File: src/design/sfr_consts.vh
// constants for the serial flash status and configuration register block
// Function
// RULE_01: in four-line mode, quad identity read shifts id out on falling edges, msb first
// RULE_02: identity bytes go maker, type, density, repeating until chip select rises
// RULE_03: host frames quad identity read with chip select low, reads bytes, raises it
// RULE_04: status read answers at any time, even while busy
// RULE_05: configuration read answers at any time, even while busy
// RULE_06: reads accepted as 8-clock single-line or 2-clock four-line commands
// RULE_07: host should poll busy flag clear before issuing new commands
// RULE_08: status bit 0 is busy flag, high during program, erase or register write
// RULE_09: status bit 1 write-enable latch gates program, erase and register write
// RULE_10: program or erase targeting a protected area is ignored
// RULE_11: host confirms busy clear first, then write-enable latch clear
// RULE_12: status bits 5..2 protect level, default zero, changed only by register write
// RULE_13: chip erase runs only when all protect level bits are zero
// RULE_14: status bit 6 quad enable selects four-line io, disables pin protection
// RULE_15: bit 7 with protect pin low blocks register writes, bits 7,5..2 read only
// RULE_16: config bits 2..0 volatile driver strength, default 30 ohm code
// RULE_17: config bit 3 one-time top/bottom select, default top
// RULE_18: config bit 5 address width, set by enter, cleared by exit command
// RULE_19: config bits 7..6 volatile dummy-cycle select, bit 4 reserved
// RULE_20: dummy field default 00 selects clocks per read type, 11 gives ten; the code gives a fixed 8 for 00
// RULE_21: after register write framing, busy for write time, then busy and latch clear
// RULE_22: write enable command sets latch, write disable clears it
// RULE_23: reset returns volatile bits to their defaults
`ifndef SFR_CONSTS_VH
`define SFR_CONSTS_VH

// ----------------------------------------------------------------
// command codes
// ----------------------------------------------------------------
`define SFR_CMD_QUAD_ID     8'haf
`define SFR_CMD_STATUS_RD   8'h05
`define SFR_CMD_CONFIG_RD   8'h15
`define SFR_CMD_REG_WR      8'h01
`define SFR_CMD_WRITE_ENABLE_CMD        8'h06
`define SFR_CMD_WRDIS       8'h04
`define SFR_CMD_WIDE_EN     8'hb7
`define SFR_CMD_WIDE_EX     8'he9
`define SFR_CMD_PAGE_PROG   8'h02
`define SFR_CMD_SECT_ERASE  8'h20
`define SFR_CMD_HALF_ERASE  8'h52
`define SFR_CMD_BLK_ERASE   8'hd8
`define SFR_CMD_CHIP_ERASE  8'h60

// ----------------------------------------------------------------
// status field positions
// ----------------------------------------------------------------
`define SFR_ST_BUSY   0
`define SFR_ST_WEL    1
`define SFR_ST_BP_LO  2
`define SFR_ST_BP_HI  5
`define SFR_ST_QE     6
`define SFR_ST_WDIS   7

// ----------------------------------------------------------------
// configuration field positions and reset values
// ----------------------------------------------------------------
`define SFR_CF_DRV_HI  2
`define SFR_CF_TB      3
`define SFR_CF_WIDE    5
`define SFR_CF_DC_LO   6
`define SFR_CF_DC_HI   7
`define SFR_DRV_RST    3'h7
`define SFR_DC_RST     2'h0
`define SFR_BP_RST     4'h0

// ----------------------------------------------------------------
// timing: self-timed write periods in microseconds
// ----------------------------------------------------------------
`define SFR_CLK_MHZ     100
`define SFR_TW_US       40
`define SFR_TPROG_US    10
`define SFR_CYC(us)     ((us) * `SFR_CLK_MHZ)

`endif

File: src/design/sfr_regs.v
// serial flash status/configuration registers with the serial command front end
`timescale 1ns/100ps
`include "sfr_consts.vh"

module sfr_regs #(
    parameter WRITE_CYCLES = `SFR_CYC(`SFR_TW_US),
    parameter PROG_CYCLES = `SFR_CYC(`SFR_TPROG_US),
    parameter [7:0] ID_MAKER = 8'h5a,   // arbitrary value
    parameter [7:0] ID_TYPE = 8'h3c,    // arbitrary value
    parameter [7:0] ID_DENSITY = 8'h1e, // arbitrary value
    parameter [31:0] HALF_SIZE = 32'h0100_0000
) (
    // clock and reset
    input wire clk_i,
    input wire rstn_i,
    // serial bus from the host
    input wire cs_n_i,
    input wire sclk_i,
    input wire [3:0] sio_i,
    output reg [3:0] sio_o,
    output reg [3:0] sio_oe_o,
    // write-protect pin level
    input wire wp_n_i,
    // array engine side
    output wire quad_enable_o,
    output wire [2:0] driver_strength_o,
    output wire [1:0] dummy_cycle_o,
    output wire [3:0] dummy_clocks_o,
    output wire address_width_o,
    output wire hw_protect_o,
    output reg array_op_start_o,
    output reg [7:0] array_op_cmd_o,
    output reg [31:0] array_op_addr_o
);

// ----------------------------------------------------------------
// pin synchronisers
// ----------------------------------------------------------------
reg [6:0] sync1_r;
reg [6:0] sync2_r;
reg sclk_d_r;
always @(posedge clk_i) begin
    if (!rstn_i) begin
        // sclk bit resets low to match its idle level: no false edge
        sync1_r <= 7'h5f;
        sync2_r <= 7'h5f;
        sclk_d_r <= 1'b0;
    end else begin
        sync1_r <= {cs_n_i, sclk_i, wp_n_i, sio_i};
        sync2_r <= sync1_r;
        sclk_d_r <= sync2_r[5];
    end
end
wire cs_n_s = sync2_r[6];
wire sclk_s = sync2_r[5];
wire wp_n_s = sync2_r[4];
wire [3:0] sio_s = sync2_r[3:0];
wire sclk_rise = sclk_s & ~sclk_d_r;
wire sclk_fall = ~sclk_s & sclk_d_r;
reg cs_d_r;
always @(posedge clk_i) begin
    if (!rstn_i)
        cs_d_r <= 1'b1;
    else
        cs_d_r <= cs_n_s;
end
wire cs_rise = cs_n_s & ~cs_d_r;

// ----------------------------------------------------------------
// registers
// ----------------------------------------------------------------
reg busy_r;
reg wel_r;
reg [3:0] bp_r;
reg qe_r;
reg wdis_r;
reg [2:0] drv_r;
reg tb_r;
reg wide_r;
reg [1:0] dc_r;
wire [7:0] status_w = {wdis_r, qe_r, bp_r, wel_r, busy_r};
wire [7:0] config_w = {dc_r, wide_r, 1'b0, tb_r, drv_r}; // [RULE_19]
wire quad_mode = qe_r;
// quad enable takes over the protect pin, so hardware protection lapses
wire hardware_protect_state = wdis_r & ~wp_n_s & ~qe_r; // [RULE_14] [RULE_15]

assign quad_enable_o = qe_r;
assign driver_strength_o = drv_r;
assign dummy_cycle_o = dc_r;
assign address_width_o = wide_r;
assign hw_protect_o = hardware_protect_state;
// fast-read dummy count; 11 selects ten for every variant
assign dummy_clocks_o = (dc_r == 2'h3) ? 4'ha : // [RULE_20]
                        (dc_r == 2'h1) ? 4'h6 : 4'h8;

// ----------------------------------------------------------------
// frame shifter
// ----------------------------------------------------------------
localparam ST_CMD = 2'h0;
localparam ST_ADDR = 2'h1;
localparam ST_DATA = 2'h2;
localparam ST_OUT = 2'h3;
reg [1:0] st_r;
reg [7:0] cmd_r;
reg [7:0] sh_r;
reg [5:0] bits_r;
reg [31:0] addr_r;
reg [4:0] dbits_r;
reg [15:0] wdata_r;
reg [7:0] obyte_r;
reg [1:0] oidx_r;
reg [2:0] obit_r;
reg out_en_r;

// single-line mode reads only the data-in line
wire [7:0] sh_in = quad_mode ? {sh_r[3:0], sio_s} :
                               {sh_r[6:0], sio_s[0]}; // [RULE_06]
wire [5:0] step = quad_mode ? 6'h4 : 6'h1;
wire cmd_done = (bits_r + step) == 6'h8;
wire [5:0] abits = wide_r ? 6'h20 : 6'h18; // [RULE_18]
wire is_prog_erase = (cmd_r == `SFR_CMD_PAGE_PROG) |
                     (cmd_r == `SFR_CMD_SECT_ERASE) |
                     (cmd_r == `SFR_CMD_HALF_ERASE) |
                     (cmd_r == `SFR_CMD_BLK_ERASE);

// byte chosen for the next output load
function [7:0] out_byte;
    input [7:0] c;
    input [1:0] idx;
    begin
        if (c == `SFR_CMD_STATUS_RD)
            out_byte = status_w; // [RULE_04]
        else if (c == `SFR_CMD_CONFIG_RD)
            out_byte = config_w; // [RULE_05]
        else if (idx == 2'h0)
            out_byte = ID_MAKER; // [RULE_02]
        else if (idx == 2'h1)
            out_byte = ID_TYPE;
        else
            out_byte = ID_DENSITY;
    end
endfunction
wire [1:0] next_idx = (oidx_r == 2'h2) ? 2'h0 : oidx_r + 2'h1;

// protected range per level; top or bottom counted from half size
wire [31:0] prot_len = (bp_r == 4'h0) ? 32'h0 :
                       (bp_r >= 4'h9) ? 32'hffff_ffff :
                       (HALF_SIZE >> (4'h8 - bp_r));
wire addr_prot = (bp_r != 4'h0) &&
                 (tb_r ? (addr_r < prot_len) : // [RULE_17]
                  (addr_r >= (32'hffff_ffff - prot_len)));

// ----------------------------------------------------------------
// self-timed write timer
// ----------------------------------------------------------------
reg [31:0] tmr_r;
reg pend_reg_r;
reg [15:0] pend_data_r;
reg [4:0] pend_len_r;

always @(posedge clk_i) begin
    if (!rstn_i) begin
        st_r <= ST_CMD;
        cmd_r <= 8'h00;
        sh_r <= 8'h00;
        bits_r <= 6'h0;
        addr_r <= 32'h0;
        dbits_r <= 5'h0;
        wdata_r <= 16'h0;
        obyte_r <= 8'h00;
        oidx_r <= 2'h0;
        obit_r <= 3'h0;
        out_en_r <= 1'b0;
        sio_o <= 4'h0;
        sio_oe_o <= 4'h0;
        busy_r <= 1'b0; // [RULE_23]
        wel_r <= 1'b0;
        wide_r <= 1'b0;
        drv_r <= `SFR_DRV_RST;
        dc_r <= `SFR_DC_RST;
        bp_r <= `SFR_BP_RST;
        qe_r <= 1'b0;
        wdis_r <= 1'b0;
        tb_r <= 1'b0;
        tmr_r <= 32'h0;
        pend_reg_r <= 1'b0;
        pend_data_r <= 16'h0;
        pend_len_r <= 5'h0;
        array_op_start_o <= 1'b0;
        array_op_cmd_o <= 8'h00;
        array_op_addr_o <= 32'h0;
    end else begin
        array_op_start_o <= 1'b0;
        // busy countdown; on expiry apply the held write
        if (busy_r) begin
            if (tmr_r <= 32'h1) begin
                busy_r <= 1'b0; // [RULE_08] [RULE_21]
                wel_r <= 1'b0;
                if (pend_reg_r) begin
                    pend_reg_r <= 1'b0;
                    if (!hardware_protect_state) begin
                        bp_r <= pend_data_r[8 + `SFR_ST_BP_HI -: 4]; // [RULE_12]
                        wdis_r <= pend_data_r[8 + `SFR_ST_WDIS];
                    end
                    qe_r <= pend_data_r[8 + `SFR_ST_QE];
                    if (pend_len_r == 5'h10) begin
                        drv_r <= pend_data_r[2:0]; // [RULE_16]
                        dc_r <= pend_data_r[7:6];
                        tb_r <= tb_r | pend_data_r[3]; // [RULE_17]
                    end
                end
            end else begin
                tmr_r <= tmr_r - 32'h1;
            end
        end
        if (cs_n_s) begin
            st_r <= ST_CMD;
            bits_r <= 6'h0;
            dbits_r <= 5'h0;
            out_en_r <= 1'b0;
            sio_oe_o <= 4'h0;
            oidx_r <= 2'h0;
        end else if (sclk_rise) begin
            case (st_r)
            ST_CMD: begin
                sh_r <= sh_in;
                bits_r <= bits_r + step;
                if (cmd_done) begin
                    cmd_r <= sh_in;
                    bits_r <= 6'h0;
                    addr_r <= 32'h0;
                    if ((sh_in == `SFR_CMD_STATUS_RD) ||
                        (sh_in == `SFR_CMD_CONFIG_RD) ||
                        ((sh_in == `SFR_CMD_QUAD_ID) && quad_mode)) begin
                        st_r <= ST_OUT; // [RULE_01]
                        obyte_r <= out_byte(sh_in, 2'h0);
                        oidx_r <= 2'h0;
                        obit_r <= 3'h0;
                    end else if (sh_in == `SFR_CMD_REG_WR)
                        st_r <= ST_DATA;
                    else if ((sh_in == `SFR_CMD_PAGE_PROG) ||
                             (sh_in == `SFR_CMD_SECT_ERASE) ||
                             (sh_in == `SFR_CMD_HALF_ERASE) ||
                             (sh_in == `SFR_CMD_BLK_ERASE))
                        st_r <= ST_ADDR;
                    else
                        st_r <= ST_DATA;
                end
            end
            ST_ADDR: begin
                if (bits_r < abits) begin
                    addr_r <= quad_mode ? {addr_r[27:0], sio_s} :
                                          {addr_r[30:0], sio_s[0]};
                    bits_r <= bits_r + step;
                end
            end
            ST_DATA: begin
                if (dbits_r < 5'h10) begin
                    wdata_r <= quad_mode ? {wdata_r[11:0], sio_s} :
                                           {wdata_r[14:0], sio_s[0]};
                    dbits_r <= dbits_r + step[4:0];
                end
            end
            ST_OUT: begin
            end
            default: st_r <= ST_CMD;
            endcase
        end else if (sclk_fall && (st_r == ST_OUT)) begin
            // first falling edge after command starts the output
            out_en_r <= 1'b1;
            sio_oe_o <= quad_mode ? 4'hf : 4'h2;
            if (quad_mode) begin
                sio_o <= (obit_r[2] == 1'b0) ? obyte_r[7:4] : obyte_r[3:0];
                obit_r <= obit_r + 3'h4;
                if (obit_r[2]) begin
                    obyte_r <= out_byte(cmd_r, next_idx);
                    oidx_r <= next_idx;
                    obit_r <= 3'h0;
                end else begin
                    obit_r <= 3'h4;
                end
            end else begin
                sio_o <= {2'b00, obyte_r[3'h7 - obit_r], 1'b0};
                obit_r <= obit_r + 3'h1;
                if (obit_r == 3'h7) begin
                    obyte_r <= out_byte(cmd_r, next_idx);
                    oidx_r <= next_idx;
                end
            end
        end
        // end of frame: commit non-read commands
        // a frame cut inside its command byte must not replay the last one
        if (cs_rise && (st_r != ST_OUT) && (st_r != ST_CMD) && !busy_r) begin
            if (cmd_r == `SFR_CMD_WRITE_ENABLE_CMD && bits_r == 6'h0)
                wel_r <= 1'b1; // [RULE_22]
            else if (cmd_r == `SFR_CMD_WRDIS)
                wel_r <= 1'b0; // [RULE_22]
            else if (cmd_r == `SFR_CMD_WIDE_EN)
                wide_r <= 1'b1; // [RULE_18]
            else if (cmd_r == `SFR_CMD_WIDE_EX)
                wide_r <= 1'b0; // [RULE_18]
            else if (cmd_r == `SFR_CMD_REG_WR && wel_r && !hardware_protect_state && // [RULE_09] [RULE_15]
                     (dbits_r == 5'h8 || dbits_r == 5'h10)) begin
                busy_r <= 1'b1; // [RULE_21]
                tmr_r <= WRITE_CYCLES;
                pend_reg_r <= 1'b1;
                pend_len_r <= dbits_r;
                pend_data_r <= (dbits_r == 5'h8) ? {wdata_r[7:0], 8'h00}
                                                 : wdata_r;
            end else if (cmd_r == `SFR_CMD_CHIP_ERASE && wel_r &&
                         bp_r == 4'h0) begin // [RULE_13]
                busy_r <= 1'b1;
                tmr_r <= PROG_CYCLES;
                array_op_start_o <= 1'b1;
                array_op_cmd_o <= cmd_r;
                array_op_addr_o <= 32'h0;
            end else if (is_prog_erase && wel_r && bits_r >= abits &&
                         !addr_prot) begin // [RULE_09] [RULE_10]
                busy_r <= 1'b1;
                tmr_r <= PROG_CYCLES;
                array_op_start_o <= 1'b1;
                array_op_cmd_o <= cmd_r;
                array_op_addr_o <= addr_r;
            end
        end
    end
end

endmodule // sfr_regs

File: config.mk
export PLATFORM = sky130hd
export DESIGN_NAME = sfr_regs
export DESIGN_NICKNAME = d
export VERILOG_FILES = /design/src/design/sfr_regs.v
export VERILOG_INCLUDE_DIRS = /design/src /design/src/design
export SDC_FILE = /design/constraint.sdc
export NUM_CORES = 1
export LEC_CHECK = 0
export ABC_AREA = 1
export BUFFER_PORTS_ARGS = -buffer_cell sky130_fd_sc_hd__buf_2
export CAP_MARGIN = 20
export CORE_UTILIZATION = 40
export DETAILED_ROUTE_END_ITERATION = 16
export PLACE_DENSITY = 0.58
export SLEW_MARGIN = 10
export SYNTH_ARGS = -nofsm -noshare
export SYNTH_HDL_FRONTEND = slang
export SYNTH_SLANG_ARGS = --single-unit
File: constraint.sdc
create_clock -name clk_i -period 5.5 [get_ports clk_i]
set_input_delay 0.55 -clock clk_i [delete_from_list [all_inputs] [get_ports clk_i]]
set_output_delay 0.55 -clock clk_i [all_outputs]
set_load 0.05 [all_outputs]
==> results by group <==
Layout
  • Layout cells sized above 1: under 10%
  • Finished Core Util: between 40% and 50%
  • Filler cells: ~3,200
  • Area grow syn2layout: 11.10%
  • Final nets: roughly 1,900
  • Register Area: 0.004345 mm2
  • Multi-input logic area: between 0.006 and 0.007 mm2
  • # diodes: 0

Power and ir drop
  • Cell Pwr Density: about 250 mW/mm2
  • Leakage: a little over 6 nW
  • Worst vdd ir: 0.2099 mV

Floorplan
  • # IOs: 70
  • Row count: 63
  • Die Wd: approximately 180 um
  • Die footprint: between 0.03 and 0.04 mm2
  • Chip Height: ~180 um
  • Placeable Area: slightly below 0.03 mm2
  • Starting density of the core: 40.55%

Clock network
  • Cts hold-fix bufs: 0
  • Clock Latency Late Sink: around 530 ps
  • CTS tree: built
  • CTS H-tree depth: 1
  • # Post-CTS Setup Buffers: 0
  • Deepest clock path buffer count: 3
  • Sink Count: 217
  • Cts repair resizes: 0
  • CTS Buf Count: 26
  • Root buf cell: clkbuf_16
  • Worst-path clk slew: ~60 ps

Detailed routing
  • Via Count: 11,170
  • Wire per inst: roughly 15 um
  • Antenna-violating nets left: 0
  • 1st-iter DRT viols: between 600 and 700
  • Routed wire length: 32,480 um
  • DRC: 0
  • DR pass1 iterations: 5
  • Vias per cell: slightly above 5

GRT
  • Total grt overflow: 0
  • Vias in the first global route: between 10,000 and 15,000
  • Antenna violations before repair: 0
  • Largest net degree at the start of global routing: 72
  • GRT Util Overall: a little over a fifth
  • First-pass GRT wire length: 53,440 um

Status
  • Status: finished, final reports clean

STA
  • Setup TNS: 0 ps
  • Max-slew headroom: between 40% and 50%
  • Final period utilization: a little over 80%
  • Max Freq: roughly 0.22 GHz
  • Final setup violating endpoints: 0
  • Hold Fails Final Rpt: 0
  • Actual slew at the worst max-slew pin: 864.6 ps
  • Fin Clk Skew: about 17 ps
  • Unrepaired setup endpoints after global routing: no
  • Pins over their slew limit: 0
  • Min Tclk post-route: 4533 ps

Setup path
  • Crit path required time: between 5000 and 6000 ps
  • CP Data Arrival Time: ~5000 ps
  • Setup CP Type: reg2reg
  • Critical Path Sink Type: flip-flop
  • Critical-path maximum fanout: 40
  • CP Launch Type: flip-flop

Yosys
  • Seq cells post-synth: 217
  • Seq/Total Area, Yosys: roughly 36%
  • Largest family of logic cells by synthesized area: simple AND/OR/NAND/NOR gates
  • Leading cell types by count after synthesis: 332 x nand2_1, 246 x nor2_1, 217 x dfxtp_1, 214 x inv_1, 166 x a21oi_1
  • Yosys top cell by area: dfxtp_1
  • Synth Warn #: 0
  • Post-synth ARST share: 0%
  • Yosys cell types: 52
  • Post-synthesis mux area share: 0%
  • Avg Inst Size Synth: around 6.8 um2
  • Count leader, synth: nand2_1
  • Synth Area in Adders: 6.890%
  • Post-synth EDFFs: 0
  • Top FF cell, synth: dfxtp_1
  • Net Count, Synth: between 1,500 and 2,000
  • Simple-Gate Fraction of Synth Area: roughly 27%
  • Mapped Area: about 0.012 mm2
  • Top cells by area, synth: dfxtp_1 36%, nand2_1 10%, nor2_1 7.7%, a21oi_1 6.9%, ha_1 6.9%
  • Post-Syn Instances: 1,763
  • Synth Area in XOR/XNOR: under 10%
  • Synth top area share: a little over a third
  • Compound-gate portion of the synthesized area: between 10% and 20%

Flow run
  • MaxCap Viol Count: 0

Placed design
  • Hpwl dp: about 23,000 um
  • Port Buffer Count: 68
  • Final GP Congestion: 0.8879

Worst hold path
  • Worst min-delay path category: in2reg
==> flip-flops by register name, summed over array words and instances, names as in the netlist, 8 cells and up <==
register / cells
pend_data_r: 12
array_op_addr_o: 32
obyte_r: 8
cmd_r: 8
array_op_cmd_o: 8
wdata_r: 16
tmr_r: 32
addr_r: 32
==> report_power, final <==
part	switching, mW	internal [mW]
registers	0.00356	1.58
clock network	0.665	0.963
logic	0.0471	0.0171
total	0.716	2.56
==> cells in the final DEF, fill, tap and decap left out, drive strengths merged, types with 4 or more instances in the layout <==
master  synthesis  routed
o22ai           4       4
dfxtp         217     217
buf            26      80
o21ai         160     160
nand2         344     344
xor2           14      14
a31oi          21      21
clkbuf         56      41
nor2          251     251
ha             66      66
clkinv          4       8
nand3          76      76
o221ai          5       5
a311oi          6       6
nor4           12      12
a211oi         12      12
nand4          29      29
or2            16      16
a21oi         170     170
inv           222     222
nor3           22      22
o211ai          9       9
xnor2           5       5
==> metal layers <==
layer	GRT usage [%]	share of wire (%)
met2	33.90	43
met4	5.036	1.9
met3	2.567	4.0
met1	30.41	51
met5	0	0
==> kinds of logic after synthesis <==
group,count (synthesis)
flops,217
other cells,1
compound gates,398
simple gates,754
buf+inv,308
fa+ha+maj,66
xor+xnor,19
==> worst max-delay path: stages (launching register included) <==
cell and delay [ps]:
dfxtp_1 450, nor2_2 80, nand2_2 210, nand2_1 510, ha_1 540, or2_2 330, nor3_2 130, nand4_1 130
a31oi_1 170, nor2_1 50, a21oi_1 150, nand2_1 80, nand2_1 70, nand2_2 440, nand2_2 300, nand2_1 470
a21oi_1 290
==> stage by stage <==
step           total power, mW  hold WS, ps  setup slack, ps  instance area (um2)  std cells
3_5_place_dp             1.680        396.7            957.2                12510       2151
5_1_grt                  3.378        197.8            443.8                13320       2197
4_1_cts                  3.308        189.9            938.5                13320       2197
3_3_place_gp             1.680        397.3             1153                12510       2151
6_report                 3.274        200.5            967.4                13320       2197
2_1_floorplan            1.661        390.5             2019                11990       1763
==> final cells by class <==
cell class                      instances  share of cell area, %
Clock buffer                           41                  5.845
Clock inverter                          5                 0.2067
Inverter                              226                  6.380
Multi-Input combinational cell       1238                  48.02
Sequential cell                       217                  32.63
Tap cell                              390                  3.665
Timing Repair Buffer                   80                  3.251
==> worst paths after layout <==
check	start	endpoint	slack, ps	cells past startpoint
max reg2reg	bp_r[1]	tmr_r[16]	970	16
max	bp_r[1]	tmr_r[16]	970	16
min	cs_n_i	sync1_r[6]	200	2
min reg2reg	sync1_r[2]	sync2_r[2]	410	1
Note: power is estimated with default switching activity, not from simulation.
